## src/rtl/ccs_pkg.sv

```systemverilog
// package: constants and types for the ccd readout clock sequencer
package ccs_pkg;

  // ***************************************************************
  // geometry
  // ***************************************************************
  localparam int CCS_FRAME_ROWS = 602;
  localparam int CCS_ROW_PIXELS = 640;
  localparam int CCS_OVERCLOCKS = 30;
  localparam int CCS_GUARD_PIXELS = 5;
  localparam int CCS_PATTERNS = 64;
  localparam int CCS_CLK_SETS = 4;
  localparam int CCS_SHIFTS_PER_PIXEL = 2;

  // ***************************************************************
  // pattern table layout
  // ***************************************************************
  localparam int CCS_PAT_W = $clog2(CCS_PATTERNS);
  localparam int CCS_CNT_W = 12;
  localparam logic [CCS_CNT_W-1:0] CCS_DEF_ROWS = 12'h100;
  localparam logic [CCS_CNT_W-1:0] CCS_DEF_DIV = 12'h004;

  // clock set indices
  localparam int CCS_SET_IMG = 0;
  localparam int CCS_SET_STO = 1;
  localparam int CCS_SET_RDA = 2;
  localparam int CCS_SET_RDB = 3;

  // one-hot three-phase step pattern: phase 1, 2, 3
  localparam logic [2:0] CCS_PH_IDLE = 3'h1;

  typedef struct packed {
    logic [CCS_CNT_W-1:0] rows;   // store rows read out per frame
    logic [CCS_CNT_W-1:0] div;    // phase step period in cycles
  } ccs_pattern_s;

  typedef struct packed {
    logic [2:0] img;
    logic [2:0] sto;
    logic [2:0] rda;
    logic [2:0] rdb;
  } ccs_phases_s;

  typedef struct packed {
    logic valid;
    logic overclock;
    logic guard;
  } ccs_pix_s;

  typedef enum logic [4:0] {
    CCS_IDLE  = 5'h01,
    CCS_FRAME = 5'h02,
    CCS_ROW   = 5'h04,
    CCS_PIXEL = 5'h08,
    CCS_DONE  = 5'h10
  } ccs_state_e;

endpackage : ccs_pkg

```

## src/rtl/ccs_sequencer.sv

```systemverilog
// module: ccd clock sequencer for a frame-transfer imaging sensor
`timescale 1ns/1ps

module ccs_sequencer
  import ccs_pkg::*;
#(
  parameter int FRAME_ROWS = CCS_FRAME_ROWS,
  parameter int ROW_PIXELS = CCS_ROW_PIXELS,
  parameter int OVERCLOCKS = CCS_OVERCLOCKS,
  parameter int GUARD_PIXELS = CCS_GUARD_PIXELS,
  parameter int PATTERNS = CCS_PATTERNS
) (
  input wire logic i_clk,
  input wire logic i_rst,
  input wire logic i_start,
  input wire logic [CCS_PAT_W-1:0] i_mode,
  input wire logic i_load,
  input wire logic [CCS_PAT_W-1:0] i_load_index,
  input wire ccs_pattern_s i_load_pattern,
  output ccs_phases_s o_phases,
  output ccs_pix_s o_pix,
  output logic o_busy,
  output logic [CCS_PAT_W-1:0] o_active_mode
);

  // ***************************************************************
  // pattern storage
  // ***************************************************************
  ccs_pattern_s pattern [PATTERNS];
  ccs_pattern_s cur;
  ccs_state_e state;
  ccs_state_e next_state;

  // one decode line per slot; a load may land in any slot at any time
  logic [PATTERNS-1:0] load_hit;

  genvar g;
  generate
    for (g = 0; g < PATTERNS; g++) begin : g_pat
      assign load_hit[g] = i_load && (i_load_index == CCS_PAT_W'(g));
      always_ff @(posedge i_clk) begin
        if (i_rst) begin
          pattern[g] <= '{rows: CCS_DEF_ROWS, div: CCS_DEF_DIV};
        end else if (load_hit[g]) begin
          pattern[g] <= i_load_pattern;
        end
      end
    end
  endgenerate

  // ***************************************************************
  // phase step enable divider
  // ***************************************************************
  logic [CCS_CNT_W-1:0] div_cnt;
  wire div_zero = (cur.div == '0);
  wire step = (state != CCS_IDLE) && (div_cnt == '0);
  // limitation: a period of 0 or 1 both step every cycle
  wire [CCS_CNT_W-1:0] div_reload = div_zero ? '0 : cur.div - 12'h001;

  always_ff @(posedge i_clk) begin
    if (i_rst || state == CCS_IDLE || step) begin
      div_cnt <= div_reload;
    end else begin
      div_cnt <= div_cnt - 12'h001;
    end
  end

  // ***************************************************************
  // three-phase rotation; a full cycle is three steps
  // ***************************************************************
  logic [1:0] ph_step;
  wire cycle_end = step && (ph_step == 2'h2);

  always_ff @(posedge i_clk) begin
    if (i_rst || state == CCS_IDLE) begin
      ph_step <= 2'h0;
    end else if (step) begin
      ph_step <= cycle_end ? 2'h0 : ph_step + 2'h1;
    end
  end

  wire [2:0] ph_run = 3'h1 << ph_step;

  // ***************************************************************
  // counters
  // ***************************************************************
  logic [CCS_CNT_W-1:0] frame_cnt;
  logic [CCS_CNT_W-1:0] row_cnt;
  logic [CCS_CNT_W-1:0] pix_cnt;
  logic half;

  localparam logic [CCS_CNT_W-1:0] LAST_FRAME = CCS_CNT_W'(FRAME_ROWS - 1);
  localparam logic [CCS_CNT_W-1:0] LAST_PIX = CCS_CNT_W'(ROW_PIXELS - 1);
  localparam logic [CCS_CNT_W-1:0] FIRST_OC =
    CCS_CNT_W'(ROW_PIXELS - OVERCLOCKS);
  localparam logic [CCS_CNT_W-1:0] GUARD_N = CCS_CNT_W'(GUARD_PIXELS);

  wire frame_last = cycle_end && frame_cnt == LAST_FRAME;
  // second readout cycle of a pixel closes it
  wire pix_end = cycle_end && state == CCS_PIXEL && half;
  wire row_last = pix_end && pix_cnt == LAST_PIX;
  // a row count of zero wraps to the full counter range
  wire rows_done = row_cnt == cur.rows - 12'h001;

  // ***************************************************************
  // frame, row and pixel sequencing
  // ***************************************************************
  // starts are taken only while idle; later ones are dropped
  wire start_ok = (state == CCS_IDLE) && i_start;
  wire frame_inc = (state == CCS_FRAME) && cycle_end;
  wire half_flip = (state == CCS_PIXEL) && cycle_end;

  always_comb begin
    next_state = state;
    unique case (state)
      CCS_IDLE: if (start_ok) next_state = CCS_FRAME;
      CCS_FRAME: if (frame_last) next_state = CCS_ROW;
      CCS_ROW: if (cycle_end) next_state = CCS_PIXEL;
      // next row waits until all overclocks are out
      CCS_PIXEL: if (row_last) begin
        next_state = rows_done ? CCS_DONE : CCS_ROW;
      end
      // one settle cycle lets the last strobe and parked phases out
      CCS_DONE: next_state = CCS_IDLE;
    endcase
  end

  always_ff @(posedge i_clk) begin
    if (i_rst) begin
      state <= CCS_IDLE;
      cur <= '{rows: CCS_DEF_ROWS, div: CCS_DEF_DIV};
      o_active_mode <= '0;
    end else begin
      state <= next_state;
      // mode latched only at start; the first step wait of a frame still counts down the previous pattern's div
      if (start_ok) begin
        cur <= pattern[i_mode];
        o_active_mode <= i_mode;
      end
    end
  end

  always_ff @(posedge i_clk) begin
    if (i_rst || state == CCS_IDLE) begin
      frame_cnt <= '0;
      row_cnt <= '0;
      pix_cnt <= '0;
      half <= 1'b0;
    end else begin
      if (frame_inc) frame_cnt <= frame_cnt + 12'h001;
      if (half_flip) half <= ~half;
      if (pix_end) pix_cnt <= row_last ? '0 : pix_cnt + 12'h001;
      if (row_last) row_cnt <= row_cnt + 12'h001;
    end
  end

  // ***************************************************************
  // clock outputs; all sets share one step enable
  // ***************************************************************
  wire xfer = state == CCS_FRAME;
  wire rowsh = state == CCS_ROW;
  wire rdout = state == CCS_PIXEL;

  // no split mode: both readout sets share one enable
  logic [CCS_CLK_SETS-1:0] set_run;
  logic [2:0] set_ph [CCS_CLK_SETS];

  assign set_run[CCS_SET_IMG] = xfer;
  assign set_run[CCS_SET_STO] = xfer || rowsh;
  assign set_run[CCS_SET_RDA] = rdout;
  assign set_run[CCS_SET_RDB] = rdout;

  genvar s;
  generate
    for (s = 0; s < CCS_CLK_SETS; s++) begin : g_set
      // a stopped set parks on phase 1 while other sets move
      always_ff @(posedge i_clk) begin
        if (i_rst) begin
          set_ph[s] <= CCS_PH_IDLE;
        end else begin
          set_ph[s] <= set_run[s] ? ph_run : CCS_PH_IDLE;
        end
      end
    end
  endgenerate

  assign o_phases = '{
    img: set_ph[CCS_SET_IMG],
    sto: set_ph[CCS_SET_STO],
    rda: set_ph[CCS_SET_RDA],
    rdb: set_ph[CCS_SET_RDB]
  };

  // ***************************************************************
  // pixel strobe to the video chain
  // ***************************************************************
  // flags travel with valid so the video chain needs no counter
  wire next_guard = pix_end && (pix_cnt < GUARD_N);
  wire next_over = pix_end && (pix_cnt >= FIRST_OC);

  always_ff @(posedge i_clk) begin
    if (i_rst) begin
      o_pix <= '0;
    end else begin
      o_pix.valid <= pix_end;
      o_pix.guard <= next_guard;
      o_pix.overclock <= next_over;
    end
  end

  assign o_busy = state != CCS_IDLE;

endmodule : ccs_sequencer

```

## config.mk

```make
export PLATFORM = sky130hd
export DESIGN_NAME = ccs_sequencer
export DESIGN_NICKNAME = d
export VERILOG_FILES = /design/src/rtl/ccs_pkg.sv /design/src/rtl/ccs_sequencer.sv
export SDC_FILE = /design/constraint.sdc
export NUM_CORES = 2
export LEC_CHECK = 0
export ABC_AREA = 1
export BUFFER_PORTS_ARGS = -buffer_cell sky130_fd_sc_hd__buf_4
export CAP_MARGIN = 20
export CORE_UTILIZATION = 50
export DETAILED_ROUTE_END_ITERATION = 6
export HOLD_SLACK_MARGIN = 0.08
export PLACE_DENSITY_LB_ADDON = 0.1
export SYNTH_ARGS = -nofsm -noshare
export SYNTH_HDL_FRONTEND = slang
export SYNTH_SLANG_ARGS = --single-unit
```

## constraint.sdc

```tcl
create_clock -name i_clk -period 3.88 [get_ports i_clk]
set_input_delay 0.388 -clock i_clk [delete_from_list [all_inputs] [get_ports i_clk]]
set_output_delay 0.388 -clock i_clk [all_outputs]
set_load 0.01 [all_outputs]
```

==> results.toml <==
[power_and_ir_drop]
p_leak_nw = 29.3
irDropWorstVdd_mv = 0.399
p_total_mw = 41.1
power_density_nw_per_um2 = 505

[setup_path]
cp_slowest_cell = "nor3_2"
path_class = "input port to flip-flop"
cp_top_family = "buffers and inverters"
crit_chain = "dlygate4sd3_1, buf_4, inv_2, nor3_2, inv_2, nor3_1, inv_1, nor2_1"
crit_path_frequent_cell = "inv_2"
worstSetupEndpointType = "flip-flop"
cp.arrival_ns = 3.45
required_ns = 4.51
cp-start-kind = "input port"
max_stage_delay_ns = 0.73
worst-path-max-fanout = 22
path_buf_inv = 5

[floorplanning]
core_um2 = 146000
die_y_um = 385
die_w_um = 385
io_pins = 62
start_util_pct = 50.4
num_rows = 140
fp.dieArea_um2 = 149000

[detailed_routing]
drtIter0Drc = 6443
drcViolationCount = 1
antenna_left = 0
vias = 55900
wl_per_cell_um = 25.7
wl_mm = 240
viasPerCell = 6.00
drtPass1Iterations = 7

[placement]
place_congestion = 0.976
post-dp-hpwl_mm = 144
port_buffers = 61

[finish]
syn2layout_area_growth_pct = 10.5
fin_nets = 7312
layout-drive-gt1-share_pct = 8.21

[timing]
finalCritPeriodShare_pct = 72.8
min_period_ns = 2.82
max_freq_ghz = 0.354
tightest_slew_ns = 1.17
slew_headroom_pct = 21.7
rsz0062_at_grt = "no"
clock-skew-final_ns = 0.0222
finalSetupViolations = 0
hold_viol = 0
drv_slew = 0
finalSetupTns_ns = 0

[global_routing]
grt_max_degree = 106
grt-ovfl-total = 0
grt_usage_pct = 32.1
grt_pass1_vias = 52200
grt_pass1_wl_mm = 350
antenna_found_initial = 5

[clock_network]
clk_pin_slew_ns = 0.06
ctsResizeCount = 0
numCtsBuffers = 175
cts.sinks = 1634
htree_levels = 4
clock_latency_ns = 0.81
cts_setup_buffers = 0
cts_buffer_depth = 3
cts_tree = "built"
cts_root_buf = "clkbuf_16"

[synthesis]
synth_area_um2 = 73500
synth_warnings = 0
synth.distinct_cells = 44
syn_inst = 7465
syn-num-nets = 7515
ys_seq_area_share_pct = 65.4
avgSynthCellArea_um2 = 9.85
synth_seq_cells = 1634

[outcome]
outcome = "finished with violations"
violations = "DRC"

[hold_path]
hold_path_class = "input port to flip-flop"

[job]
cap_violations = 0
==> registers in the layout (all words and copies together), names as in the netlist <==
register	count
div_cnt	12
row_cnt	12
frame_cnt	12
pattern	1536
ph_step	2
set_ph	9
state	5
o_active_mode	6
o_pix	3
cur	24
pix_cnt	12
half	1
==> through the flow <==
step | cell area (µm²) | cells | worst slack (ns) | utilization, % | hold slack [ns]
floorplan | 73500 | 7465 | 0.457 | - | 0.434
finish | 81200 | 9324 | 1.06 | 55.7 | 0.114
detailed placement | 75800 | 8994 | 0.922 | 52.0 | 0.454
CTS | 81200 | 9320 | 1.11 | 55.7 | 0.0875
global route | 81200 | 9323 | 0.820 | 55.7 | 0.117
global placement | 75700 | 8993 | 0.904 | 52.0 | 0.454
==> path summary, 6_finish.rpt <==
| check | startpoint | endpoint | slack [ns] | cells past startpoint |
|---|---|---|---|---|
| hold reg to reg | div_cnt[0] | div_cnt[0] | 0.46 | 1 |
| setup reg to reg | state[2] | div_cnt[7] | 1.09 | 7 |
| hold / removal | i_load_pattern[16] | pattern[45][16] | 0.11 | 3 |
| setup / recovery | i_load_index[5] | pattern[54][4] | 1.06 | 8 |
==> cell usage after synthesis <==
master | instances | area [µm²]
nor2_1 | 2305 | 8650
edfxtp_1 | 1536 | 46100
nand2_1 | 894 | 3360
o21ai_0 | 553 | 2770
clkbuf_1 | 454 | 1700
o22ai_1 | 360 | 2250
nand3_1 | 311 | 1560
o21ai_1 | 270 | 1350
inv_1 | 181 | 679
buf_2 | 125 | 626
dfxtp_1 | 98 | 1960
a21oi_1 | 59 | 295
inv_2 | 55 | 206
nor3_1 | 36 | 180
buf_4 | 31 | 233
o221ai_1 | 30 | 263
buf_1 | 29 | 109
xor2_1 | 27 | 236
nor3_2 | 22 | 220
nand4_1 | 15 | 93.8
xnor2_1 | 11 | 96.3
ha_1 | 10 | 125
buf_6 | 7 | 78.8
o21a_1 | 6 | 45.0
nand3b_1 | 5 | 37.5
nor4_1 | 5 | 31.3
or2_2 | 4 | 25.0
nor2_2 | 3 | 18.8
nor3b_1 | 3 | 22.5
o211ai_1 | 3 | 22.5
a211oi_1 | 2 | 15.0
a221oi_1 | 2 | 17.5
and3_1 | 2 | 12.5
a31oi_1 | 1 | 6.26
clkinv_1 | 1 | 3.75
inv_4 | 1 | 6.26
nand2_2 | 1 | 6.26
nand4_2 | 1 | 12.5
nor3_4 | 1 | 16.3
nor4_4 | 1 | 21.3
o2111ai_1 | 1 | 8.76
o31ai_1 | 1 | 7.51
or2_0 | 1 | 6.26
or3_1 | 1 | 6.26
==> layout make-up <==
| cell class | instances | area, µm² |
|---|---|---|
| timing repair buffer | 266 | 2550 |
| clock inverter | 84 | 597 |
| sequential | 1634 | 48100 |
| antenna | 1 | 2.50 |
| clock buffer | 237 | 4760 |
| fill | 12800 | 64500 |
| tap | 1917 | 2400 |
| inverter | 238 | 945 |
| multi-input combinational | 4947 | 21900 |
==> worst register-to-register path, cell delays in order, from the launching register on <==
cell and delay (ns):
dfxtp_1 0.45, nor2_1 0.12, nand4_2 0.28, inv_1 0.13, nor2_1 0.52, nand2_1 0.53
nand2_1 0.48, o21ai_0 0.16
==> timing repair <==
| item | 4_1_cts | 5_1_grt |
|---|---|---|
| endpoints found under the hold margin | 27 | 9 |
| hold buffers | 5 | 1 |
| setup endpoints to repair | 0 | 0 |
==> per-layer routing <==
| layer | wire [µm] | share of wire (%) | vias up | track usage (%) |
|---|---|---|---|---|
| met5 | 27 | 0.011 | - | 0 |
| met4 | 10500 | 4.4 | 4 | 13.4 |
| met3 | 21900 | 9.1 | 445 | 4.99 |
| met2 | 110000 | 46 | 2847 | 49.7 |
| met1 | 98000 | 41 | 27600 | 45.1 |
| li1 | - | - | 25100 | - |
==> where the power goes <==
group	switching (mW)	total (mW)	internal (mW)
registers	0.351	20.6	20.3
clock network	7.01	15.9	8.93
logic	3.36	4.51	1.16
total	10.7	41.1	30.3
==> logic make-up after synthesis <==
group / Yosys count / share of synthesized area, %
AO/OA/AOI/OAI: 1288 / 9.59
XOR/XNOR: 38 / 0.453
adder cells (fa/ha/maj): 10 / 0.170
buffers and inverters: 884 / 4.96
flip-flops: 1634 / 65.4
AND/OR/NAND/NOR: 3611 / 19.4
==> layout by cell type (no fill, tap or decap), types with 38 or more instances in the layout <==
| cell type | count |
|---|---|
| a21oi_1 | 59 |
| buf_12 | 38 |
| buf_4 | 217 |
| clkbuf_1 | 53 |
| clkbuf_16 | 180 |
| clkinv_1 | 42 |
| dfxtp_1 | 98 |
| edfxtp_1 | 1536 |
| inv_1 | 180 |
| inv_2 | 39 |
| nand2_1 | 894 |
| nand3_1 | 311 |
| nor2_1 | 2304 |
| o21ai_0 | 523 |
| o21ai_1 | 270 |
| o22ai_1 | 360 |
Note: power is estimated with default switching activity, not from simulation.
